--- src/rtl/opa_map.svh ---
// Function
// - Shift then clip zeroes whole main odometer
// - No delay: reset holds zero while clip held
// - Main odometer reset also clips calculated time
// - Main reset leaves auxiliary odometer alone
// - Reset switch clears shown auxiliary odometer
// - Auxiliary reset leaves main and time alone
// - Delayed clip: keep counting before and after
// - Main reset never waits for hold delay
// - Delayed mode: count right after reset
// - Special position, shift, toggle swaps input
// - Factor position, reset held, plus/minus swaps input
// - Active input survives power off
// - Factor position shows factor in clock display
// - Pulse adds factor to six lowest digits
// - Factor default is 050000
// - Two factors per input, shift toggles A/B
// - Show active factor letter and value
// - Ignore adjustments from A/B select until one second after shift release
// - Adjustment changes only the active factor
// - All four factors kept in non-volatile store
// - Any six-digit decimal factor accepted
// - Clip zeroes internal and thousandths digits
// - No delay: no accumulation while clip held
// - Delayed clip fires after one second hold
`ifndef OPA_MAP_SVH
`define OPA_MAP_SVH
// ==========================================================
// Widths
`define OPA_DIGITS      11
`define OPA_ODO_W       44
`define OPA_FAC_DIG     6
`define OPA_FAC_W       24
`define OPA_TRUNC_W     24
`define OPA_CNT_W       25
`define OPA_ADDR_W      8
`define OPA_DATA_W      32
// ==========================================================
// Reset values
`define OPA_FAC_DEFAULT 24'h050000
// ==========================================================
// Register offsets
`define OPA_REG_CTRL    8'h00
`define OPA_REG_FACTOR  8'h04
`define OPA_REG_STATUS  8'h08
`define OPA_REG_MAIN_LO 8'h0C
`define OPA_REG_MAIN_HI 8'h10
`define OPA_REG_AUX_LO  8'h14
`define OPA_REG_AUX_HI  8'h18
// ==========================================================
// Field positions
`define OPA_CTRL_DELAY  0
`define OPA_ST_INPUT2   0
`define OPA_ST_FACTB    1
`define OPA_ST_LOCK     2
`define OPA_ST_CLIPHOLD 3
// ==========================================================
// Timing
`define OPA_CLK_KHZ     20000
`define OPA_HOLD_MS     1000
`define OPA_LOCK_MS     1000
`endif

--- src/rtl/opa_pkg.sv ---
`default_nettype none
package opa_pkg;
  typedef enum logic [1:0] {ROT_ODO, ROT_FACTOR, ROT_SPECIAL, ROT_OTHER} opa_rot_e;
  typedef enum logic [1:0] {CL_IDLE, CL_HOLD, CL_WAIT, CL_DONE} opa_clip_e;
  typedef struct packed {
    logic shift;
    logic clip;
    logic reset;
    logic plus;
    logic minus;
    logic odo_in;
  } opa_sw_s;
  typedef struct packed {
    logic        show_factor;
    logic [23:0] factor_val;
    logic        input2;
    logic        factor_b;
  } opa_disp_s;
  typedef struct packed {
    logic [3:0][23:0] fac;
    logic             in2;
    logic [1:0]       fb;
  } opa_nv_s;
  typedef struct packed {
    opa_sw_s     sw_prev;
    logic [1:0]  p_meta;
    logic [1:0]  p_sync;
    logic [1:0]  p_prev;
    opa_clip_e   clip_st;
    logic [24:0] hold_cnt;
    logic [24:0] lock_cnt;
    logic        ab_pend;
    logic        delay_en;
    logic [43:0] main;
    logic [43:0] aux;
    logic        calc_clip;
    opa_disp_s   disp;
    logic [31:0] rdata;
  } opa_st_s;
endpackage : opa_pkg
`default_nettype wire

--- src/rtl/opa_bcd_add.sv ---
`include "opa_map.svh"
`default_nettype none
module opa_bcd_add #(
  parameter int DIG = `OPA_DIGITS
) (
  input  wire logic [DIG*4-1:0]      odo,
  input  wire logic [`OPA_FAC_W-1:0] fac,
  output logic      [DIG*4-1:0]      sum
);
  if (DIG <= `OPA_FAC_DIG) begin : g_bad
    $error("opa_bcd_add: odometer must be wider than the factor");
  end
  logic [DIG*4-1:0] fx;
  assign fx = {{(DIG*4-`OPA_FAC_W){1'b0}}, fac};
  // Ripple decimal add; top carry is dropped so the odometer rolls over
  always_comb
  begin
    logic [4:0] t;
    logic       c;
    t = 5'h00;
    c = 1'b0;
    sum = '0;
    for (int i = 0; i < DIG; i++)
    begin
      t = {1'b0, odo[i*4+:4]} + {1'b0, fx[i*4+:4]} + {4'h0, c};
      if (t > 5'h09)
      begin
        t = t - 5'h0A;
        c = 1'b1;
      end
      else
      begin
        c = 1'b0;
      end
      sum[i*4+:4] = t[3:0];
    end
  end
endmodule : opa_bcd_add
`default_nettype wire

--- src/rtl/opa_top.sv ---
// Local design decisions: the plain strobed port and the register addresses.
`include "opa_map.svh"
`default_nettype none
module opa_top #(
  parameter int HOLD_CYC = `OPA_HOLD_MS * `OPA_CLK_KHZ,
  parameter int LOCK_CYC = `OPA_LOCK_MS * `OPA_CLK_KHZ
) (
  input  wire logic                       CLK,
  input  wire logic                       RST,
  input  wire logic                       NV_RST,
  input  wire logic                       CE,
  input  wire logic [`OPA_ADDR_W-1:0]     ADDR,
  input  wire logic [`OPA_DATA_W-1:0]     WDATA,
  input  wire logic                       WR,
  input  wire logic                       RD,
  output logic      [`OPA_DATA_W-1:0]     RDATA,
  input  wire logic [1:0]                 PULSE_IN,
  input  wire opa_pkg::opa_sw_s           SW,
  input  wire logic [1:0]                 ROT,
  input  wire logic                       AUX_SHOWN,
  output logic      [`OPA_ODO_W-1:0]      MAIN_ODO,
  output logic      [`OPA_ODO_W-1:0]      AUX_ODO,
  output logic                            CALC_CLIP,
  output opa_pkg::opa_disp_s              DISP
);
  // ==========================================================
  // Elaboration checks
  if (HOLD_CYC < 1 || HOLD_CYC >= (1 << `OPA_CNT_W)) begin : g_bad_hold
    $error("opa_top: HOLD_CYC out of counter range");
  end
  if (LOCK_CYC < 1 || LOCK_CYC >= (1 << `OPA_CNT_W)) begin : g_bad_lock
    $error("opa_top: LOCK_CYC out of counter range");
  end

  localparam logic [`OPA_CNT_W-1:0] HOLD_END = `OPA_CNT_W'(HOLD_CYC - 1);
  localparam logic [`OPA_CNT_W-1:0] LOCK_LEN = `OPA_CNT_W'(LOCK_CYC);

  function automatic logic is_bcd(input logic [`OPA_FAC_W-1:0] v);
    logic ok;
    ok = 1'b1;
    for (int i = 0; i < `OPA_FAC_DIG; i++)
    begin
      if (v[i*4+:4] > 4'h9)
      begin
        ok = 1'b0;
      end
    end
    return ok;
  endfunction : is_bcd

  opa_pkg::opa_st_s  s_q;
  opa_pkg::opa_st_s  s_d;
  opa_pkg::opa_nv_s  nv_q;
  opa_pkg::opa_nv_s  nv_d;
  opa_pkg::opa_sw_s  rise;
  opa_pkg::opa_rot_e rot;
  logic [1:0]                pedge;
  logic                      act;
  logic [1:0]                fidx;
  logic [`OPA_FAC_W-1:0]     fac_sel;
  logic [`OPA_ODO_W-1:0]     sum_main;
  logic [`OPA_ODO_W-1:0]     sum_aux;
  logic                      zero_main;
  logic                      trunc;
  logic                      block;
  logic                      aux_clr;
  logic                      pm_rise;

  assign rot     = opa_pkg::opa_rot_e'(ROT);
  assign rise    = SW & ~s_q.sw_prev;
  assign pm_rise = rise.plus | rise.minus;
  assign pedge   = s_q.p_sync & ~s_q.p_prev;
  assign act     = nv_q.in2 ? pedge[1] : pedge[0];
  assign fidx    = {nv_q.in2, nv_q.fb[nv_q.in2]};
  assign fac_sel = nv_q.fac[fidx];

  // ==========================================================
  // Decimal accumulators
  opa_bcd_add #(.DIG(`OPA_DIGITS)) u_add_main (
    .odo (s_q.main),
    .fac (fac_sel),
    .sum (sum_main)
  );
  opa_bcd_add #(.DIG(`OPA_DIGITS)) u_add_aux (
    .odo (s_q.aux),
    .fac (fac_sel),
    .sum (sum_aux)
  );

  // ==========================================================
  // Next state
  always_comb
  begin
    s_d       = s_q;
    nv_d      = nv_q;
    zero_main = 1'b0;
    trunc     = 1'b0;
    block     = 1'b0;
    aux_clr   = 1'b0;
    s_d.sw_prev   = SW;
    s_d.p_meta    = PULSE_IN;
    s_d.p_sync    = s_q.p_meta;
    s_d.p_prev    = s_q.p_sync;
    s_d.calc_clip = 1'b0;

    // Clip and reset sequencing
    case (s_q.clip_st)
      opa_pkg::CL_IDLE:
      begin
        if (rise.clip)
        begin
          if (s_q.sw_prev.shift && SW.shift)
          begin
            // Reset is never delayed
            zero_main   = 1'b1;
            s_d.clip_st = s_q.delay_en ? opa_pkg::CL_DONE : opa_pkg::CL_HOLD;
          end
          else if (!s_q.delay_en)
          begin
            trunc       = 1'b1;
            s_d.clip_st = opa_pkg::CL_HOLD;
          end
          else
          begin
            s_d.hold_cnt = '0;
            s_d.clip_st  = opa_pkg::CL_WAIT;
          end
        end
      end
      opa_pkg::CL_HOLD:
      begin
        if (!SW.clip)
        begin
          s_d.clip_st = opa_pkg::CL_IDLE;
        end
        else
        begin
          block = 1'b1;
        end
      end
      opa_pkg::CL_WAIT:
      begin
        if (!SW.clip)
        begin
          s_d.clip_st = opa_pkg::CL_IDLE;
        end
        else if (s_q.hold_cnt == HOLD_END)
        begin
          trunc       = 1'b1;
          s_d.clip_st = opa_pkg::CL_DONE;
        end
        else
        begin
          s_d.hold_cnt = s_q.hold_cnt + `OPA_CNT_W'(1);
        end
      end
      opa_pkg::CL_DONE:
      begin
        if (!SW.clip)
        begin
          s_d.clip_st = opa_pkg::CL_IDLE;
        end
      end
      default:
      begin
        s_d.clip_st = opa_pkg::CL_IDLE;
      end
    endcase

    // Main odometer; a pulse landing on the clip cycle is counted, then cut
    if (zero_main)
    begin
      s_d.main = '0;
    end
    else
    begin
      if (act && !block)
      begin
        s_d.main = sum_main;
      end
      if (trunc)
      begin
        s_d.main[`OPA_TRUNC_W-1:0] = '0;
      end
    end
    s_d.calc_clip = zero_main | trunc;

    // Auxiliary odometer ignores clip and main reset
    aux_clr = rise.reset && AUX_SHOWN && rot != opa_pkg::ROT_FACTOR;
    if (aux_clr)
    begin
      s_d.aux = '0;
    end
    else if (act)
    begin
      s_d.aux = sum_aux;
    end

    // Input and factor selection
    if (rot == opa_pkg::ROT_SPECIAL && SW.shift && rise.odo_in)
    begin
      nv_d.in2 = ~nv_q.in2;
    end
    else if (rot == opa_pkg::ROT_FACTOR && pm_rise)
    begin
      if (SW.reset)
      begin
        nv_d.in2 = ~nv_q.in2;
      end
      else if (SW.shift)
      begin
        nv_d.fb[nv_q.in2] = ~nv_q.fb[nv_q.in2];
        s_d.ab_pend       = 1'b1;
      end
    end

    // Lockout runs from shift release, so a slip of shift cannot adjust
    if (s_q.lock_cnt != '0)
    begin
      s_d.lock_cnt = s_q.lock_cnt - `OPA_CNT_W'(1);
    end
    if (s_q.ab_pend && !SW.shift)
    begin
      s_d.ab_pend  = 1'b0;
      s_d.lock_cnt = LOCK_LEN;
    end

    // Register writes
    if (WR)
    begin
      case (ADDR)
        `OPA_REG_CTRL:
        begin
          s_d.delay_en = WDATA[`OPA_CTRL_DELAY];
        end
        `OPA_REG_FACTOR:
        begin
          if (s_q.lock_cnt == '0 && !s_q.ab_pend && is_bcd(WDATA[`OPA_FAC_W-1:0]))
          begin
            nv_d.fac[fidx] = WDATA[`OPA_FAC_W-1:0];
          end
        end
        default:
        begin
        end
      endcase
    end

    // Register reads
    s_d.rdata = '0;
    if (RD)
    begin
      case (ADDR)
        `OPA_REG_CTRL:
        begin
          s_d.rdata[`OPA_CTRL_DELAY] = s_q.delay_en;
        end
        `OPA_REG_FACTOR:
        begin
          s_d.rdata[`OPA_FAC_W-1:0] = fac_sel;
        end
        `OPA_REG_STATUS:
        begin
          s_d.rdata[`OPA_ST_INPUT2]   = nv_q.in2;
          s_d.rdata[`OPA_ST_FACTB]    = nv_q.fb[nv_q.in2];
          s_d.rdata[`OPA_ST_LOCK]     = (s_q.lock_cnt != '0) | s_q.ab_pend;
          s_d.rdata[`OPA_ST_CLIPHOLD] = s_q.clip_st == opa_pkg::CL_HOLD;
        end
        `OPA_REG_MAIN_LO:
        begin
          s_d.rdata = s_q.main[31:0];
        end
        `OPA_REG_MAIN_HI:
        begin
          s_d.rdata[`OPA_ODO_W-33:0] = s_q.main[`OPA_ODO_W-1:32];
        end
        `OPA_REG_AUX_LO:
        begin
          s_d.rdata = s_q.aux[31:0];
        end
        `OPA_REG_AUX_HI:
        begin
          s_d.rdata[`OPA_ODO_W-33:0] = s_q.aux[`OPA_ODO_W-1:32];
        end
        default:
        begin
        end
      endcase
    end

    // Display indications
    s_d.disp.show_factor = rot == opa_pkg::ROT_FACTOR;
    s_d.disp.factor_val  = nv_d.fac[{nv_d.in2, nv_d.fb[nv_d.in2]}];
    s_d.disp.input2      = nv_d.in2;
    s_d.disp.factor_b    = nv_d.fb[nv_d.in2];
  end

  // ==========================================================
  // State registers
  always_ff @(posedge CLK or posedge RST)
  begin
    if (RST)
    begin
      s_q <= '0;
    end
    else if (CE)
    begin
      s_q <= s_d;
    end
  end

  // Only the factory reset touches the retained store, not power-on RST
  always_ff @(posedge CLK or posedge NV_RST)
  begin
    if (NV_RST)
    begin
      nv_q <= '{fac: {4{`OPA_FAC_DEFAULT}}, in2: 1'b0, fb: 2'b00};
    end
    else if (CE)
    begin
      nv_q <= nv_d;
    end
  end

  assign RDATA     = s_q.rdata;
  assign MAIN_ODO  = s_q.main;
  assign AUX_ODO   = s_q.aux;
  assign CALC_CLIP = s_q.calc_clip;
  assign DISP      = s_q.disp;
endmodule : opa_top
`default_nettype wire

--- config.mk ---
export PLATFORM = sky130hd
export DESIGN_NAME = opa_top
export DESIGN_NICKNAME = d
export VERILOG_FILES = /design/src/rtl/opa_pkg.sv /design/src/rtl/opa_bcd_add.sv /design/src/rtl/opa_top.sv
export VERILOG_INCLUDE_DIRS = /design/src /design/src/rtl
export SDC_FILE = /design/constraint.sdc
export NUM_CORES = 1
export LEC_CHECK = 0
export BUFFER_PORTS_ARGS = -buffer_cell sky130_fd_sc_hd__buf_2
export CORE_MARGIN = 2
export CORE_UTILIZATION = 55
export CTS_CLUSTER_SIZE = 40
export DETAILED_ROUTE_END_ITERATION = 10
export PLACE_DENSITY = 0.72
export SLEW_MARGIN = 10
export SYNTH_ARGS = -nofsm -noshare
export SYNTH_HDL_FRONTEND = slang
export SYNTH_SLANG_ARGS = --single-unit
--- constraint.sdc ---
create_clock -name CLK -period 45.6 [get_ports CLK]
set_input_delay 4.56 -clock CLK [delete_from_list [all_inputs] [get_ports CLK]]
set_output_delay 4.56 -clock CLK [all_outputs]
set_load 0.03 [all_outputs]
* Word-level counts from Yosys, hierarchy flattened
Index checks and enable logic that the tools add are counted.
** Storage, ports and cells
- Flip-flop bits (word level) :: 313
- Input bits :: 57
- Logic and storage cells :: 300
** Cells by class
- Add/subtract/negate cells :: 56
- $lt $le $gt $ge :: 34
- Equality and inequality tests :: 22
- Muxes and demuxes :: 115
- Bitwise operators :: 9
- Reduce and logical (&&, ||, !) cells :: 35
** Operator list (number)
- 96-bit 2-to-1 mux :: 3
- 44-bit 2-to-1 mux :: 4
- 25-bit 2-to-1 mux :: 5
- 5-bit by 4-bit greater-than comparator with 1-bit output, second input constant :: 22
- 24-bit binary-select mux with 2-bit select :: 2
- 96-bit bitwise mux :: 1
- 24-bit 2-to-1 mux :: 4
- 4-bit 2-to-1 mux :: 22
- 4-bit subtractor, second input constant :: 22
- 4-bit by 4-bit adder with 5-bit output :: 12
- 4-bit by 1-bit adder with 5-bit output :: 10
- 5-bit by 1-bit adder with 5-bit output :: 10
- 1-bit 2-to-1 mux :: 50
- 25-bit case mux with 2 select lines :: 1
- 24-bit demux with 2-bit select :: 1
- 8-bit case mux with 5 select lines :: 1
- 12-bit case mux with 3 select lines :: 1
- 32-bit 2-to-1 mux :: 1
- 27-bit 2-to-1 mux :: 1
- 26-bit 2-to-1 mux :: 1
- 25-bit by 1-bit adder with 25-bit output, second input constant :: 1
- 25-bit equality test, second input constant :: 1
- 25-bit logical NOT :: 1
- 25-bit nonzero test :: 1
- other kinds (41) :: 93

* Logic depth before layout (Yosys ltp)
- Depth after elaboration :: 40
- Depth in mapped cells :: 71

* By module
A second synthesis with hierarchy kept.
** Second synthesis, totals
- Cell total of the unflattened synthesis :: 2328
- Area, all modules :: 22110.0 µm²
** By module, submodules not included
- opa_top :: times used 1, cells each 1681, area each 17010.1 µm²
- opa_bcd_add (u_add_aux) :: times used 1, cells each 329, area each 2598.7 µm²
- opa_bcd_add (u_add_main) :: times used 1, cells each 318, area each 2501.1 µm²

* Worst setup path after synthesis
OpenSTA, ideal clock, no wires.
- Path kind :: reg-to-reg
- Start point :: register nv_q, in the netlist fidx[1]
- End point :: register s_q, in the netlist AUX_ODO[43]
- Data arrival time :: 15844 ps
- Data required time :: 45517 ps
- Setup slack :: 29673 ps
- Cell stages (with the launch flop) :: 71
- Buffers on the path :: 6
- Cell sequence :: dfrtp_1 > clkbuf_1 > buf_1 > a211oi_1 > a21oi_1 > ha_1 > a21o_1 > a21oi_1 > xor2_1 > o21ai_0 > fa_1 > fa_1 > xnor2_1 > and2_1 > o21ai_0 > fa_1 > fa_1 > xnor2_1 > (+35 left out) > a21oi_1 > ha_1 > ha_1 > buf_1 > nand3b_1 > o22ai_1 > a21oi_1 > ha_1 > ha_1 > xnor2_1 > ha_1 > nor2b_1 > a2111oi_0 > a21oi_1 > nor2_1 > xor2_1 > or3_1 > o21ai_0
** On the way
- Word-level cells in the longest chain between the ends :: 39
- Elaborated cells between the ends (all ways) :: 48
** RTL lines
- from (decl) :: line opa_top.sv:53 : opa_pkg::opa_nv_s nv_q;
- from (signal assigned) :: line opa_top.sv:317 : nv_q <= '{fac: {4{`OPA_FAC_DEFAULT}}, in2: 1'b0, fb: 2'b00};
- from (signal assigned) :: line opa_top.sv:321 : nv_q <= nv_d;
- 1-bit 2-to-1 mux (not written as such) (2 in series) :: line opa_top.sv:74 : assign fidx = {nv_q.in2, nv_q.fb[nv_q.in2]};
- 24-bit binary-select mux with 2-bit select :: line opa_top.sv:75 : assign fac_sel = nv_q.fac[fidx];
- 24-bit 2-to-1 mux (not written as such) :: line opa_top.sv:75
- 4-bit by 4-bit adder with 5-bit output :: line opa_bcd_add.sv:25 : t = {1'b0, odo[i*4+:4]} + {1'b0, fx[i*4+:4]} + {4'h0, c};
- 5-bit by 4-bit greater-than comparator with 1-bit output :: line opa_bcd_add.sv:26 : if (t > 5'h09)
- 1-bit 2-to-1 mux :: line opa_bcd_add.sv:26
- 5-bit by 1-bit adder with 5-bit output :: line opa_bcd_add.sv:25
- 5-bit by 4-bit greater-than comparator with 1-bit output :: line opa_bcd_add.sv:26
- (+22 left out)
- 4-bit by 1-bit adder with 5-bit output :: line opa_bcd_add.sv:25
- 5-bit by 4-bit greater-than comparator with 1-bit output :: line opa_bcd_add.sv:26
- 1-bit 2-to-1 mux :: line opa_bcd_add.sv:26
- 4-bit by 1-bit adder with 5-bit output :: line opa_bcd_add.sv:25
- 4-bit subtractor or 5-bit by 4-bit greater-than comparator with 1-bit output (tied branches) :: line opa_bcd_add.sv:28, opa_bcd_add.sv:26
- 4-bit 2-to-1 mux :: line opa_bcd_add.sv:26
- 44-bit 2-to-1 mux :: line opa_top.sv:194 : else if (act)
- 44-bit 2-to-1 mux :: line opa_top.sv:190 : if (aux_clr)
- to (signal assigned) :: line opa_top.sv:304 : s_q <= '0;
- to (signal assigned) :: line opa_top.sv:308 : s_q <= s_d;
- to (decl) :: line opa_top.sv:51 : opa_pkg::opa_st_s s_q;
Parallel ways exist; a longest one is shown, timed or not. The select of a mux whose other input is x is not followed.
A chain may end at the register's enable or synchronous reset.

* Worst setup path after layout
- Start point :: register nv_q, in the netlist fidx[1]
- End point :: register s_q, in the netlist MAIN_ODO[43]
** On the way
- Word-level cells in the longest chain between the ends :: 39
- Elaborated cells between the ends (all ways) :: 49
** RTL lines
- 1-bit 2-to-1 mux (not written as such) (2 in series) :: line opa_top.sv:74
- 24-bit binary-select mux with 2-bit select :: line opa_top.sv:75
- 24-bit 2-to-1 mux (not written as such) :: line opa_top.sv:75
- 4-bit by 4-bit adder with 5-bit output :: line opa_bcd_add.sv:25
- 5-bit by 4-bit greater-than comparator with 1-bit output :: line opa_bcd_add.sv:26
- 1-bit 2-to-1 mux :: line opa_bcd_add.sv:26
- 5-bit by 1-bit adder with 5-bit output :: line opa_bcd_add.sv:25
- 5-bit by 4-bit greater-than comparator with 1-bit output :: line opa_bcd_add.sv:26
- (+22 left out)
- 4-bit by 1-bit adder with 5-bit output :: line opa_bcd_add.sv:25
- 5-bit by 4-bit greater-than comparator with 1-bit output :: line opa_bcd_add.sv:26
- 1-bit 2-to-1 mux :: line opa_bcd_add.sv:26
- 4-bit by 1-bit adder with 5-bit output :: line opa_bcd_add.sv:25
- 4-bit subtractor or 5-bit by 4-bit greater-than comparator with 1-bit output (tied branches) :: line opa_bcd_add.sv:28, opa_bcd_add.sv:26
- 4-bit 2-to-1 mux :: line opa_bcd_add.sv:26
- 44-bit 2-to-1 mux :: line opa_top.sv:177 : if (act && !block)
- 44-bit 2-to-1 mux :: line opa_top.sv:171 : if (zero_main)
Parallel ways exist; a longest one is shown, timed or not. The select of a mux whose other input is x is not followed.

==> flow_metrics.tcl <==
set metrics [dict create \
    clockBufferDepth 3 \
    first_iter_violations 1582 \
    yosys.area_share.simple_pct 13.81 \
    comb_power_share_pct 44.8 \
    yosysMostFrequentCell "dfrtp_1" \
    hold_path.class "flop to flop" \
    place.gp.congestion 0.8859 \
    ys.flop_type "dfrtp_1" \
    synthTopCellsByArea "dfrtp_1 (37%), mux2_2 (6.4%), buf_4 (5.6%), ha_1 (5.0%), nand2_1 (4.2%)" \
    status "finished, final reports clean" \
    clock_sinks 313 \
    viasPerCell 6.278 \
    fp.dieW_um 197.8 \
    p_sw_share_pct 42.94 \
    p_leak_nw 10.25 \
    period_needed_ns 18.49 \
    yosysTopAreaCellShare_pct 36.94 \
    crit_slowest_cell "dfrtp_2" \
    yosys-top-cells-count "dfrtp_1 (305), nand2_1 (233), buf_4 (155), mux2_2 (117)" \
    initial_utilization_pct 56.17 \
    crit_top_cell "ha_1" \
    clkTransAtPathRegs_ns 0.06 \
    drc 0 \
    setup-tns-final_ns 0 \
    h-tree-depth 2 \
    wire_per_inst_um 21.64 \
    grt_antenna_before_repair 7 \
    area_delta_synth_final_pct 6.279 \
    synth_fa_ha_area_share_pct 7.097 \
    synth.area.mux_share_pct 9.428 \
    grt.overflow.total 0 \
    worstMarginPinSlew_ns 1.242 \
    numCtsBuffers 37 \
    grt_setup_unrepaired "no" \
    finalSetupViolations 0 \
    min_delay_path_depth 1 \
    nFillCells 3150 \
    cts_resized 0 \
    ys_types 66 \
    p_seq_share_pct 31.9 \
    synth_compound_area_share_pct 17.41 \
    groute.usage.overall_pct 29.85 \
    syn_area_per_cell_um2 9.350 \
    grt_pass1_wl_um 91420 \
    slew_viol_final 0 \
    placementRows 70 \
    crit_path_end_kind "flop" \
    final_layout_size_suffix_gt1_share_pct 19.39 \
    drt_wl_total_um 58040 \
    die_h_um 197.8 \
    start_kind "flop" \
    via_count 16840 \
    place_hpwl_um 39010 \
    root_buffer "clkbuf_16" \
    power_density_nw_per_um2 55.85 \
    pre_cts_ws_ns 27.27 \
    cts_setup_buffers 0 \
    period_share_pct 40.55 \
    p_sw_w 0.0005267 \
    synth_edf_count 0 \
    max-vdd-ir-drop_mv 0.03000 \
    grt_pass1_vias 16620 \
    finalClockSkew_ns 0.02155 \
    worstPathRequired_ns 46.02 \
    synth-seq-area-share_pct 37.95 \
    postRouteAntennaNets 0 \
    synth_top_family_by_area "compound AO/OA/AOI/OAI gates" \
    worst_r2r_path_depth 68 \
    timing.max_cap.violations 0 \
    cts_hold_buffers 0 \
    layout.nets 2348 \
    critical_path_class "flop to flop" \
    cts_tree "done" \
    syn_nets 2371 \
    yosys_register_bits 313 \
    num_io_pins 205 \
    die-area_um2 39140 \
    hold_viol 0 \
    layout_setup_ws_ns 27.11 \
    max_stage_delay_ns 0.74 \
    path_max_fanout 31 \
    relSlewSlack_pct 17.19 \
    clockPowerShare_pct 23.3 \
    synthCells 2210 \
    insertion_delay_ns 0.55 \
    yosys_warnings 0 \
    synth_largest_area_cell "dfrtp_1" \
    io_buffers 196 \
    async_reset_ff_share_pct 100.0 \
    syn-cell-area_um2 20660 \
    p_int_w 0.0006998 \
    firstDrtPassIters 8 \
    synth_xor_area_share_pct 4.239 \
    core_area_um2 36790 \
    cp.arrival_ns 18.92 \
    fmax_mhz 54.08 \
    grt_max_degree 107 \
]
## critical path: cells and delay by family, from the launching register on
kind                       cells  cell delay, ns
AOI/OAI and AO/OA             24            5.08
xor gates and xnor gates       7            1.53
adders and majority gates     23            8.33
buffers and inverters          6            1.11
DFF                            1            0.74
and+or+nand+nor                8            1.52
## power groups by stage
stage / Combinational [W] / Sequential (W) / Clock [W]
final: 0.000550 / 0.000391 / 0.000286
after global routing: 0.000603 / 0.000399 / 0.000302
after CTS: 0.000548 / 0.000389 / 0.000290
after detailed placement: 0.000544 / 0.000394 / 0
after global placement: 0.000522 / 0.000391 / 0
after floorplan: 0.000472 / 0.000365 / 0
## cell usage in the layout (no fill, tap or decap), types with 11 or more instances in the layout
| master | instances |
|---|---|
| dfrtp_1 | 304 |
| nand2_1 | 232 |
| buf_2 | 195 |
| mux2_2 | 117 |
| o21ai_0 | 105 |
| inv_1 | 103 |
| a21oi_1 | 103 |
| nor2_1 | 95 |
| ha_1 | 82 |
| xnor2_1 | 69 |
| mux2i_1 | 62 |
| nor2b_1 | 55 |
| a22o_1 | 54 |
| a211oi_1 | 46 |
| a31oi_1 | 43 |
| o22ai_1 | 41 |
| nor4_1 | 38 |
| clkbuf_16 | 37 |
| xor2_1 | 29 |
| nor3_1 | 29 |
| nand3_1 | 26 |
| a211o_1 | 26 |
| buf_4 | 25 |
| a21o_1 | 24 |
| o211ai_1 | 24 |
| a311oi_1 | 24 |
| fa_1 | 22 |
| and2_1 | 17 |
| nand4_1 | 16 |
| a22oi_1 | 13 |
| or3_1 | 11 |
## kinds of logic (layout without fill, tap and decap cells)
logic type	Yosys count	after routing
multiplexers	180	180
adder cells (fa/ha/maj)	104	104
XOR/XNOR	100	100
AO/OA/AOI/OAI	540	540
other	0	1
buffers and inverters	388	391
AND/OR/NAND/NOR	585	585
flip-flops	313	313
## layer usage
metal,vias to the layer above,global-route usage (%),wire (um)
li1,7682,-,-
met2,728,49.26,27580
met5,-,0,65
met4,10,11.84,1900
met3,144,5.774,4608
met1,8273,38.78,23880
## path summary, 6_finish.rpt
kind                            startpoint            to  slack, ns
max in group asynchronous              RST   AUX_ODO[17]      39.44
worst min-delay path              s_q[210]      s_q[210]       0.50
worst min register to register    s_q[210]      s_q[210]       0.50
worst max register to register     fidx[1]  MAIN_ODO[43]      27.11
worst max-delay path               fidx[1]  MAIN_ODO[43]      27.11
min in group asynchronous           NV_RST      nv_q[88]       4.04
## per-stage QoR
step / std cells / hold slack (ns) / area [um^2] / total power [W] / util (%)
finish: 2682 / 0.4981 / 21960 / 0.001227 / 59.70
CTS: 2681 / 0.5006 / 21960 / 0.001227 / 59.69
floorplan: 2210 / 0.4652 / 20660 / 0.0008365 / -
global placement: 2616 / 0.4794 / 20810 / 0.0009125 / 56.56
global route: 2682 / 0.5237 / 21960 / 0.001304 / 59.70
detailed placement: 2616 / 0.4879 / 20810 / 0.0009380 / 56.56
## flip-flops by register name, summed over array words and instances (netlist names)
name	count
CALC_CLIP	1
s_d	4
nv_q	98
AUX_ODO	44
fidx	1
MAIN_ODO	44
s_q	62
RDATA	32
DISP	27
## area by class of cell
type	count	area (um^2)	area share [%]
Clock buffer	57	1101	5.014
Tap cell	468	585.6	2.666
Antenna cell	1	2.502	0.01139
Sequential cell	313	7844	35.72
Clock inverter	8	51.30	0.2336
Multi-Input combinational cell	1509	10810	49.20
Timing Repair Buffer	220	1164	5.299
Inverter	106	407.9	1.857
No activity file was read; power rests on OpenSTA's default activity.
